===== config.mk =====
export PLATFORM = sky130hd
export DESIGN_NAME = s100_slave_board_access
export DESIGN_NICKNAME = d
export VERILOG_FILES = /design/src/s100_slave_pkg.sv /design/src/s100_slave_board_access.sv /design/src/local_clock_refresh.sv
export VERILOG_INCLUDE_DIRS = /design/src
export SDC_FILE = /design/constraint.sdc
export NUM_CORES = 1
export LEC_CHECK = 0
export ABC_CLOCK_PERIOD_IN_PS = 2400
export BUFFER_PORTS_ARGS = -buffer_cell sky130_fd_sc_hd__buf_2
export CORE_ASPECT_RATIO = 1.1
export CORE_MARGIN = 5
export CORE_UTILIZATION = 35
export CTS_CLUSTER_SIZE = 20
export DETAILED_ROUTE_END_ITERATION = 10
export GPL_TIMING_DRIVEN = 0
export PLACE_DENSITY_LB_ADDON = 0.25
export SLEW_MARGIN = 20
export SYNTH_ARGS = -nofsm -noshare
export SYNTH_HDL_FRONTEND = slang
export SYNTH_SLANG_ARGS = --single-unit

===== constraint.sdc =====
create_clock -name core_clk -period 2.4 [get_ports core_clk]
set_input_delay 0.24 -clock core_clk [delete_from_list [all_inputs] [get_ports core_clk]]
set_output_delay 0.24 -clock core_clk [all_outputs]
set_load 0.005 [all_outputs]

===== src/s100_slave_map.svh =====
`ifndef S100_SLAVE_MAP_SVH
`define S100_SLAVE_MAP_SVH
// ==========================================
// Host I/O ports
`define BOARD_SELECT_PORT 16'hFC40
`define CONTROL_LATCH_PORT 16'hFC41
`define UART_PORT_BASE 16'hFC30
`define UART_PORT_MASK 16'hFFF0
// ==========================================
// Control latch fields
`define LATCH_RUN_BIT 3
`define LATCH_DMA_BIT 2
`define LATCH_BANK_HI 1
`define LATCH_BANK_LO 0
`define LATCH_RESET 4'h0
// ==========================================
// Counts
`define HOLDOFF_SHORT 4'h4
`define HOLDOFF_LONG 4'h8
`define BURST_MAX 4'h8
`define REFRESH_TOGGLE_COUNT 7'h7F
// ==========================================
// Clock derivation
`define CORE_CLK_HZ 100000000
`define SRC_CLK_HZ 16000000
`define SRC_DIV (`CORE_CLK_HZ / `SRC_CLK_HZ)
`endif


===== src/s100_slave_pkg.sv =====
package s100_slave_pkg;
  typedef struct packed {
    logic memr;
    logic inp;
    logic out;
    logic wo_n;
    logic dbin;
    logic wr_n;
    logic hlda;
  } host_status_t;

  typedef struct packed {
    logic mreq_n;
    logic iorq_n;
    logic rd_n;
    logic wr_n;
  } ext_strobes_t;

  typedef enum logic [2:0] {
    ST_IDLE,
    ST_REQ,
    ST_RUN,
    ST_DONE,
    ST_YIELD
  } access_state_t;
endpackage


===== src/s100_slave_board_access.sv =====
`timescale 1ns/1ps
`include "s100_slave_map.svh"
module s100_slave_board_access #(
  parameter int SRC_DIV = `SRC_DIV
) (
  input wire logic core_clk,
  input wire logic resetn,
  input wire logic [15:0] host_addr,
  input wire logic [7:0] host_ext_addr,
  input wire logic [7:0] host_data_out,
  input wire s100_slave_pkg::host_status_t host_status,
  input wire logic [3:0] board_id_sw,
  input wire logic [7:0] page_sw,
  input wire logic m1_wait_en,
  input wire logic holdoff_long,
  input wire logic mem_256k,
  input wire logic local_bus_grant_n,
  input wire logic opcode_fetch_cycle,
  input wire logic refresh_strobe_n,
  input wire logic cpu_addr7,
  input wire logic local_io_req,
  input wire logic [7:0] local_io_addr,
  input wire logic [5:2] uart_op,
  input wire logic ext_cycle_done,
  output logic host_wait,
  output logic inbound_buffer_en_n,
  output logic outbound_buffer_en_n,
  output logic local_bus_request,
  output logic local_wait_n,
  output logic cpu_clock,
  output logic synced_grant_n,
  output logic mem_addr_bit7,
  output s100_slave_pkg::ext_strobes_t ext_strobes,
  output logic uart_chip_select_n,
  output logic [3:0] uart_reg_addr,
  output logic board_select_strobe_n,
  output logic control_latch_strobe_n,
  output logic host_selected_flag,
  output logic local_cpu_reset_n,
  output logic dma_board_flag_n,
  output logic [1:0] mem_bank,
  output logic memory_window_hit_n,
  output logic board_valid_n
);
  // ==========================================
  // Clock, synchronised grant, refresh address
  logic cpu_tick;

  local_clock_refresh #(
    .SRC_DIV(SRC_DIV)
  ) u_clk (
    .core_clk(core_clk),
    .resetn(resetn),
    .local_bus_grant_n(local_bus_grant_n),
    .refresh_strobe_n(refresh_strobe_n),
    .cpu_addr7(cpu_addr7),
    .cpu_clock(cpu_clock),
    .cpu_tick(cpu_tick),
    .synced_grant_n(synced_grant_n),
    .mem_addr_bit7(mem_addr_bit7)
  );

  function automatic logic port_is(input logic [15:0] a, input logic [15:0] p);
    port_is = (a == p);
  endfunction

  // ==========================================
  // Decode
  logic sel_q, sel_d;
  logic [3:0] latch_q, latch_d;
  logic bsel_n_q, bsel_n_d;
  logic clat_n_q, clat_n_d;
  logic wr_prev_q, wr_prev_d;
  logic [15:0] wr_addr_q, wr_addr_d;
  logic [7:0] wr_data_q, wr_data_d;
  logic dma_n_q, dma_n_d;
  logic io_write, io_read, mem_rd, mem_wr;
  logic uart_port, win_hit, valid, mem_acc, io_acc, any_acc;

  always_comb begin
    io_write = host_status.out & ~host_status.wr_n;
    io_read = host_status.inp & host_status.dbin;
    mem_rd = host_status.memr & host_status.dbin;
    mem_wr = ~host_status.memr & ~host_status.wo_n & ~host_status.out & ~host_status.inp
             & ~host_status.wr_n;
    // DMA and host may each aim at a different board
    valid = host_status.hlda ? latch_q[`LATCH_DMA_BIT] : sel_q;
    win_hit = (host_ext_addr == page_sw) & valid;
    uart_port = (host_addr & `UART_PORT_MASK) == `UART_PORT_BASE;
    mem_acc = win_hit & (mem_rd | mem_wr);
    io_acc = sel_q & uart_port & (io_read | io_write);
    any_acc = mem_acc | io_acc;
    sel_d = sel_q;
    latch_d = latch_q;
    wr_prev_d = io_write;
    wr_addr_d = io_write ? host_addr : wr_addr_q;
    wr_data_d = io_write ? host_data_out : wr_data_q;
    // Select and latch ports bypass the internal bus entirely
    bsel_n_d = ~(io_write & port_is(host_addr, `BOARD_SELECT_PORT));
    clat_n_d = ~(io_write & sel_q & port_is(host_addr, `CONTROL_LATCH_PORT));
    // Captured when the write strobe ends
    if (wr_prev_q && !io_write) begin
      if (port_is(wr_addr_q, `BOARD_SELECT_PORT)) begin
        sel_d = (wr_data_q[3:0] == board_id_sw);
      end
      if (port_is(wr_addr_q, `CONTROL_LATCH_PORT) && sel_q) begin
        latch_d = wr_data_q[3:0];
      end
    end
    dma_n_d = ~latch_d[`LATCH_DMA_BIT];
  end

  always_ff @(posedge core_clk or negedge resetn) begin
    if (!resetn) begin
      sel_q <= 1'b0;
      latch_q <= `LATCH_RESET;
      bsel_n_q <= 1'b1;
      clat_n_q <= 1'b1;
      wr_prev_q <= 1'b0;
      wr_addr_q <= 16'h0000;
      wr_data_q <= 8'h00;
      dma_n_q <= 1'b1;
    end else begin
      sel_q <= sel_d;
      latch_q <= latch_d;
      bsel_n_q <= bsel_n_d;
      clat_n_q <= clat_n_d;
      wr_prev_q <= wr_prev_d;
      wr_addr_q <= wr_addr_d;
      wr_data_q <= wr_data_d;
      dma_n_q <= dma_n_d;
    end
  end

  // ==========================================
  // External access sequencing
  s100_slave_pkg::access_state_t st_q, st_d;
  logic [3:0] hold_q, hold_d;
  logic [3:0] burst_q, burst_d;
  logic req_q, req_d;
  logic wait_q, wait_d;
  s100_slave_pkg::ext_strobes_t stb_q, stb_d;
  logic is_mem_q, is_mem_d;
  logic is_rd_q, is_rd_d;

  always_comb begin
    st_d = st_q;
    hold_d = hold_q;
    burst_d = burst_q;
    is_mem_d = is_mem_q;
    is_rd_d = is_rd_q;
    wait_d = wait_q;
    if (cpu_tick && hold_q != 4'h0) begin
      hold_d = hold_q - 4'h1;
    end
    case (st_q)
      s100_slave_pkg::ST_IDLE: begin
        if (any_acc) begin
          st_d = s100_slave_pkg::ST_REQ;
          wait_d = 1'b1;
          is_mem_d = mem_acc;
          is_rd_d = mem_rd | io_read;
        end
      end
      s100_slave_pkg::ST_REQ: begin
        if (!synced_grant_n) begin
          st_d = s100_slave_pkg::ST_RUN;
        end
      end
      s100_slave_pkg::ST_RUN: begin
        if (ext_cycle_done) begin
          st_d = s100_slave_pkg::ST_DONE;
          wait_d = 1'b0;
          burst_d = burst_q + 4'h1;
          hold_d = holdoff_long ? `HOLDOFF_LONG : `HOLDOFF_SHORT;
        end
      end
      s100_slave_pkg::ST_DONE: begin
        if (!any_acc) begin
          // Bursting host would starve refresh otherwise
          st_d = (burst_q >= `BURST_MAX) ? s100_slave_pkg::ST_YIELD
                                           : s100_slave_pkg::ST_IDLE;
        end
      end
      s100_slave_pkg::ST_YIELD: begin
        hold_d = 4'h0;
        // A requester arriving now must wait out the local cycle
        if (any_acc) begin
          wait_d = 1'b1;
        end
        if (local_bus_grant_n && cpu_tick) begin
          burst_d = 4'h0;
          st_d = s100_slave_pkg::ST_IDLE;
        end
      end
      default: begin
        st_d = s100_slave_pkg::ST_IDLE;
      end
    endcase
    if (st_q == s100_slave_pkg::ST_IDLE && hold_q == 4'h0 && !any_acc) begin
      burst_d = 4'h0;
    end
    req_d = (st_d == s100_slave_pkg::ST_REQ) || (st_d == s100_slave_pkg::ST_RUN)
            || (st_d == s100_slave_pkg::ST_DONE)
            || (st_d == s100_slave_pkg::ST_IDLE && hold_d != 4'h0);
    stb_d = '{mreq_n: 1'b1, iorq_n: 1'b1, rd_n: 1'b1, wr_n: 1'b1};
    if (st_d == s100_slave_pkg::ST_RUN) begin
      stb_d.mreq_n = ~is_mem_d;
      stb_d.iorq_n = is_mem_d;
      stb_d.rd_n = ~is_rd_d;
      stb_d.wr_n = is_rd_d;
    end
  end

  always_ff @(posedge core_clk or negedge resetn) begin
    if (!resetn) begin
      st_q <= s100_slave_pkg::ST_IDLE;
      hold_q <= 4'h0;
      burst_q <= 4'h0;
      req_q <= 1'b0;
      wait_q <= 1'b0;
      stb_q <= '{mreq_n: 1'b1, iorq_n: 1'b1, rd_n: 1'b1, wr_n: 1'b1};
      is_mem_q <= 1'b0;
      is_rd_q <= 1'b0;
    end else begin
      st_q <= st_d;
      hold_q <= hold_d;
      burst_q <= burst_d;
      req_q <= req_d;
      wait_q <= wait_d;
      stb_q <= stb_d;
      is_mem_q <= is_mem_d;
      is_rd_q <= is_rd_d;
    end
  end

  // ==========================================
  // Local side: opcode wait, UART select, banks, buffers
  logic m1_prev_q, m1_prev_d;
  logic lwait_q, lwait_d;
  logic ucs_n_q, ucs_n_d;
  logic [3:0] ureg_q, ureg_d;
  logic [1:0] bank_q, bank_d;
  logic din_n_q, din_n_d;
  logic dout_n_q, dout_n_d;
  logic hit_n_q, hit_n_d;
  logic vbd_n_q, vbd_n_d;

  always_comb begin
    m1_prev_d = opcode_fetch_cycle;
    lwait_d = lwait_q;
    if (m1_wait_en && opcode_fetch_cycle && !m1_prev_q) begin
      lwait_d = 1'b0;
    end else if (cpu_tick) begin
      lwait_d = 1'b1;
    end
    if (!local_bus_grant_n) begin
      ucs_n_d = ~(st_d == s100_slave_pkg::ST_RUN && !is_mem_d);
      ureg_d = host_addr[3:0];
    end else begin
      ucs_n_d = ~local_io_req;
      ureg_d = local_io_addr[3:0];
    end
    if (!mem_256k) begin
      bank_d = 2'h0;
    end else if (local_bus_grant_n) begin
      bank_d = uart_op[5:4];
    end else if (host_status.hlda) begin
      bank_d = uart_op[3:2];
    end else begin
      bank_d = latch_q[`LATCH_BANK_HI:`LATCH_BANK_LO];
    end
    din_n_d = ~(any_acc & host_status.dbin);
    dout_n_d = ~(any_acc & ~local_bus_grant_n);
    hit_n_d = ~win_hit;
    vbd_n_d = ~valid;
  end

  always_ff @(posedge core_clk or negedge resetn) begin
    if (!resetn) begin
      m1_prev_q <= 1'b0;
      lwait_q <= 1'b1;
      ucs_n_q <= 1'b1;
      ureg_q <= 4'h0;
      bank_q <= 2'h0;
      din_n_q <= 1'b1;
      dout_n_q <= 1'b1;
      hit_n_q <= 1'b1;
      vbd_n_q <= 1'b1;
    end else begin
      m1_prev_q <= m1_prev_d;
      lwait_q <= lwait_d;
      ucs_n_q <= ucs_n_d;
      ureg_q <= ureg_d;
      bank_q <= bank_d;
      din_n_q <= din_n_d;
      dout_n_q <= dout_n_d;
      hit_n_q <= hit_n_d;
      vbd_n_q <= vbd_n_d;
    end
  end

  assign host_wait = wait_q;
  assign inbound_buffer_en_n = din_n_q;
  assign outbound_buffer_en_n = dout_n_q;
  assign local_bus_request = req_q;
  assign local_wait_n = lwait_q;
  assign ext_strobes = stb_q;
  assign uart_chip_select_n = ucs_n_q;
  assign uart_reg_addr = ureg_q;
  assign board_select_strobe_n = bsel_n_q;
  assign control_latch_strobe_n = clat_n_q;
  assign host_selected_flag = sel_q;
  assign local_cpu_reset_n = latch_q[`LATCH_RUN_BIT];
  assign dma_board_flag_n = dma_n_q;
  assign mem_bank = bank_q;
  assign memory_window_hit_n = hit_n_q;
  assign board_valid_n = vbd_n_q;
endmodule


===== src/local_clock_refresh.sv =====
`timescale 1ns/1ps
`include "s100_slave_map.svh"
module local_clock_refresh #(
  parameter int SRC_DIV = `SRC_DIV
) (
  input wire logic core_clk,
  input wire logic resetn,
  input wire logic local_bus_grant_n,
  input wire logic refresh_strobe_n,
  input wire logic cpu_addr7,
  output logic cpu_clock,
  output logic cpu_tick,
  output logic synced_grant_n,
  output logic mem_addr_bit7
);
  logic [7:0] div_q, div_d;
  logic cpu_clock_q, cpu_clock_d;
  logic tick_q, tick_d;
  logic sync_q, sync_d;
  logic [6:0] rcnt_q, rcnt_d;
  logic rbit_q, rbit_d;
  logic refresh_strobe_n_prev_q, refresh_strobe_n_prev_d;
  logic a7_q, a7_d;

  always_comb begin
    div_d = div_q + 8'h01;
    cpu_clock_d = cpu_clock_q;
    tick_d = 1'b0;
    sync_d = sync_q;
    rcnt_d = rcnt_q;
    rbit_d = rbit_q;
    refresh_strobe_n_prev_d = refresh_strobe_n;
    // Source tick every SRC_DIV core clocks (100 MHz / 6, about 16.7 MHz, by default), halved into a symmetrical cpu clock
    if (div_q == 8'(SRC_DIV - 1)) begin
      div_d = 8'h00;
      cpu_clock_d = ~cpu_clock_q;
      tick_d = ~cpu_clock_q;
      // Grant taken only on the rising cpu clock, so bus addresses settle first
      if (!cpu_clock_q) begin
        sync_d = local_bus_grant_n;
      end
    end
    if (local_bus_grant_n) begin
      sync_d = 1'b1;
    end
    // Count refresh cycles on strobe fall
    if (refresh_strobe_n_prev_q && !refresh_strobe_n) begin
      rcnt_d = rcnt_q + 7'h01;
      if (rcnt_q == `REFRESH_TOGGLE_COUNT) begin
        rbit_d = ~rbit_q;
      end
    end
    a7_d = refresh_strobe_n ? cpu_addr7 : rbit_q;
  end

  always_ff @(posedge core_clk or negedge resetn) begin
    if (!resetn) begin
      div_q <= 8'h00;
      cpu_clock_q <= 1'b0;
      tick_q <= 1'b0;
      sync_q <= 1'b1;
      rcnt_q <= 7'h00;
      rbit_q <= 1'b0;
      refresh_strobe_n_prev_q <= 1'b1;
      a7_q <= 1'b0;
    end else begin
      div_q <= div_d;
      cpu_clock_q <= cpu_clock_d;
      tick_q <= tick_d;
      sync_q <= sync_d;
      rcnt_q <= rcnt_d;
      rbit_q <= rbit_d;
      refresh_strobe_n_prev_q <= refresh_strobe_n_prev_d;
      a7_q <= a7_d;
    end
  end

  assign cpu_clock = cpu_clock_q;
  assign cpu_tick = tick_q;
  assign synced_grant_n = sync_q;
  assign mem_addr_bit7 = a7_q;
endmodule


# --- After elaboration in Yosys (flattened, before gate mapping) ---
# Index checks and enable logic that the tools add are counted.
totals:
  register_bits: 82
  output_inout_bits: 26
  wordCells: 176
classes:
  n_addsub: 4
  n_lt_le_gt_ge: 1
  eq_ne: 21
  mux: 39
  bitwise_logic: 39
  reduce_logical: 35
ops:
  columns: ["op", "count"]
  rows:
  - ["$eq A16 B16 Y1 const B", 4]
  - ["$mux W4", 8]
  - ["$mux W3", 8]
  - ["$not A1 Y1", 19]
  - ["$and A1 B1 Y1", 16]
  - ["$pmux W4 S2", 2]
  - ["$mux W1", 15]
  - ["$pmux W3 S5", 1]
  - ["$eq A12 B12 Y1 const B", 1]
  - ["$eq A3 B2 Y1 const B", 4]
  - ["$logic_and A1 B1 Y1", 11]
  - ["$add A8 B1 Y8 const B", 1]
  - ["$eq A8 B3 Y1 const B", 1]
  - ["$eq A8 B8 Y1", 1]
  - ["$mux W8", 1]
  - ["$reduce_and A2 Y1", 4]
  - ["$reduce_bool A4 Y1", 2]
  - ["$add A7 B1 Y7 const B", 1]
  - ["$eq A7 B7 Y1 const B", 1]
  - ["$eq A3 B1 Y1 const B", 2]
  - ["$logic_not A3 Y1", 2]
  - ["$mux W2", 3]
  - ["$ne A3 B3 Y1 const B", 2]
  - ["$reduce_and A3 Y1", 2]
  - ["15 further kinds", 27]

# --- Longest topological paths before layout ---
depth:
  depth_word: 14
  mapped_depth: 7
  depth_no_buf: 7

# --- By module ---
# A second synthesis with hierarchy kept.
hier_totals:
  hier_cells: 357
  area_unflattened_um2: 3714.8
by_module_without_submodules:
  columns: ["module", "n_inst", "cells_per_inst", "area_each_um2", "seq_area_each_um2"]
  rows:
  - ["s100_slave_board_access", 1, 287, 2800.2, 1542.7]
  - ["local_clock_refresh", 1, 70, 914.6, 528.0]

# --- Worst setup path before layout ---
# OpenSTA, ideal clock, no wires.
synth_timing:
  kind: "register -> register"
  start: "register hold_q[0]"
  end: "register req_q, in the netlist local_bus_request"
  t_arrival_ns: 1.751
  required_time_ns: 2.255
  path_slack_ns: 0.504
  stages_incl_launch_ff: 8
  path_buffers: 0
  synth_period_minus_slack_ns: 1.896
  path_cell_list: "dfrtp_1 -> inv_1 -> ha_1 -> or3b_2 -> a211oi_1 -> o21ai_0 -> a211oi_1 -> a221oi_2"
synth_via:
  elab_chain_len: 8
  elab_cells_between_ends: 9
synth_lines:
  columns: ["element", "line_no", "text"]
  rows:
  - ["from (decl)", "s100_slave_board_access.sv:138", "logic [3:0] hold_q, hold_d;"]
  - ["from (signal assigned)", "s100_slave_board_access.sv:227", "hold_q <= hold_d;"]
  - ["parallel branches: the longest is 2 deep, another holds $sub A4 B1 Y4", null, null]
  - ["$mux W4 *", "s100_slave_board_access.sv:153", "if (cpu_tick && hold_q != 4'h0) begin"]
  - ["$mux W4", "s100_slave_board_access.sv:171", "if (ext_cycle_done) begin"]
  - ["$pmux W4 S2 *", "s100_slave_board_access.sv:156", "case (st_q)"]
  - ["$reduce_bool A4 Y1 *", "s100_slave_board_access.sv:205", "|| (st_d == s100_slave_pkg::ST_IDLE && hold_d != 4'h0);"]
  - ["$logic_and A1 B1 Y1 *", "s100_slave_board_access.sv:205", null]
  - ["$logic_or A1 B1 Y1 *", "s100_slave_board_access.sv:205", null]
  - ["named net req_d", "s100_slave_board_access.sv:140", "logic req_q, req_d;"]
  - ["to (signal assigned)", "s100_slave_board_access.sv:229", "req_q <= req_d;"]
  - ["to (decl)", "s100_slave_board_access.sv:140", null]
# Mark *: on every way through the listed nets, which the timed path passes.
# A chain may end at the register's enable or synchronous reset.

# --- Worst setup path after layout ---
layout_timing:
  start: "register hold_q[0]"
  end: "register burst_q[1]"
layout_via:
  elab_chain_len: 5
  elab_cells_between_ends: 8
layout_lines:
  columns: ["element", "line_no", "text"]
  rows:
  - ["$logic_not A4 Y1 *", "s100_slave_board_access.sv:200", "if (st_q == s100_slave_pkg::ST_IDLE && hold_q == 4'h0 && !any_acc) begin"]
  - ["$logic_and A1 B1 Y1 * (2 in series)", "s100_slave_board_access.sv:200", null]
  - ["$ne A3 B3 Y1 (no source line) / $reduce_bool A3 Y1 (equally long branches)", null, null]
  - ["$reduce_and A3 Y1 (no source line)", null, null]
  - ["to (signal assigned)", "s100_slave_board_access.sv:228", "burst_q <= burst_d;"]
  - ["to (decl)", "s100_slave_board_access.sv:139", "logic [3:0] burst_q, burst_d;"]
# Mark *: on every way between the ends. The rest lies on a longest branch, timed or not.

==> impl_metrics.py <==
metrics = {
    "run_status": {
        "status": "finished, final reports clean",
    },
    "global_routing": {
        "track_usage_pct": 14.4,
        "grt_pass1_wl_um": 14300,
        "overflow": 0,
        "grt_max_degree": 48,
        "grt_antenna_before_repair": 0,
        "grt_pass1_vias": 2913,
    },
    "layout": {
        "antennaDiodeCount": 0,
        "layout.nets": 533,
        "drive_above_1_share_pct": 31.7,
        "syn_to_final_growth_pct": 26.3,
        "finalInstanceArea_um2": 4700,
    },
    "logic_synthesis": {
        "synth-async-reset-ratio_pct": 100,
        "synth-seq-cells": 82,
        "syn_area_per_cell_um2": 10.7,
        "synth.area.top_cells": "dfrtp_1 (45%), dfstp_2 (11%), nand2_1 (8.2%), xnor2_1 (3.8%), mux2_2 (3.3%)",
        "synth_top_area_cell": "dfrtp_1",
        "synth_top_area_share_pct": 45.1,
        "synth_cell_types": 52,
        "synth_most_common_cell": "nand2_1",
        "synth_nets": 429,
        "synth_area_um2": 3720,
        "ys_top_cells_by_count": "nand2_1 (81), dfrtp_1 (67), nor2_1 (18), xnor2_1 (16), dfstp_2 (15)",
        "yosysSeqAreaShare_pct": 55.7,
        "syn_inst": 349,
        "synth_ff_type": "dfrtp_1",
        "synth_edf_count": 0,
        "synth_warnings": 0,
    },
    "clocking": {
        "cts_tree": "built",
        "clockBufferDepth": 2,
        "clk_latency_ns": 0.33,
        "cts_num_sinks": 82,
        "cts_buffers": 9,
        "cts_setup_buffers": 0,
        "ctsResizeCount": 0,
        "root_buffer": "clkbuf_16",
        "htree_levels": 3,
        "path_clk_slew_ns": 0.06,
        "postCtsHoldBufs": 1,
    },
    "timing": {
        "tns_ns": 0,
        "relSlewSlack_pct": 32.6,
        "timing.final.crit_period_ns": 2.19,
        "setup_violations": 0,
        "max_freq_mhz": 456,
        "tightest_slew_ns": 0.997,
        "rsz0062_at_grt": "false",
        "finClkSkew_ns": 0.00676,
        "final_hold_viol_count": 0,
        "slew_viol_final": 0,
        "fin_crit_sh_pct": 91.3,
    },
    "detailed_routing": {
        "vias_per_cell": 4.73,
        "dr_total_vias": 2844,
        "route.antenna.remaining_nets": 0,
        "wl_per_cell_um": 14.2,
        "drc": 0,
        "wirelength_um": 8530,
        "drt_iter0_markers": 84,
        "firstDrtPassIters": 4,
    },
    "floorplan": {
        "start_util_pct": 35.8,
        "die_y_um": 118,
        "dieArea_um2": 12800,
        "num_io_pins": 100,
        "core_area_um2": 10400,
        "rows": 39,
        "die_w_um": 108,
    },
    "worst_setup_path": {
        "rr_worst_depth": 5,
        "crit_end": "burst_q[1]",
        "worstSetupPathType": "reg -> reg",
        "setup.worst_path.start": "hold_q[0]",
        "rrSetupSlack_ns": 0.21,
        "cp.required_ns": 2.58,
        "cp.arrival_ns": 2.37,
        "cp-end-kind": "flop",
        "reg2reg_to": "burst_q[1]",
        "cp_max_fo": 5,
        "r2r_start": "hold_q[0]",
        "cp-start-kind": "flop",
    },
    "power": {
        "leakagePower_nw": 2.26,
        "power_density_nw_per_um2": 687,
        "vdd_drop_max_v": 0.000311,
    },
    "place": {
        "post_dp_cell_area_um2": 4380,
        "hpwlAfterDp_um": 6600,
        "port_buffers": 91,
        "place_congestion": 0.788,
    },
    "hold_path": {
        "holdPathStages": 1,
        "hold_class": "in -> reg",
    },
    "flow_run": {
        "max_cap_viol_count": 0,
    },
}
layer usage:
layer / global-route usage (%) / share of wire (%)
met5: 0 / 0
met4: 6.39 / 1.8
met3: 3.18 / 3.6
met2: 24.2 / 52
met1: 17.5 / 43
registers in the layout (all words and copies together) (netlist names), 2 cells and up:
| name | flops |
|---|---|
| ext_strobes | 4 |
| latch_q | 4 |
| u_clk.rcnt_q | 7 |
| wr_data_q | 4 |
| st_q | 3 |
| burst_q | 4 |
| hold_q | 4 |
| uart_reg_addr | 4 |
| mem_bank | 2 |
| u_clk.div_q | 8 |
| wr_addr_q | 16 |
worst min path at each step:
stage,to,slack [ns],startpoint
floorplan,burst_q[0],-0.06,resetn
global placement,m1_prev_q,0.36,opcode_fetch_cycle
detailed placement,local_bus_request,0.23,resetn
CTS,u_clk.refresh_strobe_n_prev_q,0.01,refresh_strobe_n
global route,u_clk.refresh_strobe_n_prev_q,0.009,refresh_strobe_n
finish,u_clk.refresh_strobe_n_prev_q,0.03,refresh_strobe_n
cells in the final DEF (no fill, tap or decap), types with 3 or more instances in the layout:
| cell type | instances |
|---|---|
| buf_4 | 3 |
| buf_2 | 92 |
| clkbuf_16 | 9 |
| nand4_1 | 5 |
| a21oi_1 | 6 |
| ha_1 | 6 |
| nor4b_1 | 3 |
| nand2b_1 | 8 |
| nor2_1 | 18 |
| dfstp_2 | 15 |
| nand3_1 | 7 |
| o21ai_0 | 9 |
| dfrtp_1 | 67 |
| xnor2_1 | 16 |
| inv_1 | 8 |
| mux2_2 | 11 |
| nor4_1 | 5 |
| nand2_1 | 81 |
| a211oi_1 | 4 |
| xor2_1 | 11 |
| and2_1 | 5 |
| and3_1 | 4 |
| nor2b_1 | 5 |
| and4b_1 | 3 |
| mux2i_1 | 7 |
| clkinv_4 | 3 |
| clkbuf_1 | 6 |
| and4_1 | 4 |
metrics by stage:
stage | hold slack [ns] | setup WS, ns | utilization [%] | power, mW | std cells
global route | 0.00869 | 0.0322 | 45.2 | 3.40 | 601
global placement | 0.365 | 0.293 | 41.9 | 1.86 | 583
floorplan | -0.0556 | 0.504 | - | 1.71 | 349
CTS | 0.0149 | 0.200 | 45.2 | 3.28 | 601
detailed placement | 0.235 | 0.237 | 42.2 | 1.87 | 584
finish | 0.0291 | 0.208 | 45.2 | 3.23 | 601
cells by family (layout without fill, tap and decap cells):
logic type	count (synthesis)	count (layout)	share of synthesized area, %
compound gates	34	34	6.33
flops	82	82	55.7
xor+xnor	27	27	6.36
buf+inv	18	127	2.09
simple gates	164	164	22.3
fa+ha+maj	6	6	2.02
mux	18	18	5.22
final cells by class:
cell class                 instances  area [um^2]
timing repair buffer              93          495
inverter                           8         30.0
sequential                        82         2070
fill                             985         5700
buffer                            10         47.5
multi-input combinational        249         1570
clock buffer                      10          239
tap                              143          179
clock inverter                     6         66.3
report_power, final:
group	switching (mW)	internal (mW)	leakage (nW)	total, mW
clock network	0.549	0.835	0.152	1.38
logic	0.146	0.142	1.10	0.288
registers	0.0677	1.49	1.01	1.56
total	0.762	2.47	2.26	3.23
critical path: stages, from the launching register on:
cell	delay [ns]
dfrtp_1	0.43
inv_1	0.08
ha_1	0.19
or3b_2	0.51
nor4b_1	0.71
nor2_1	0.12
Note: power is estimated with default switching activity, not from simulation.
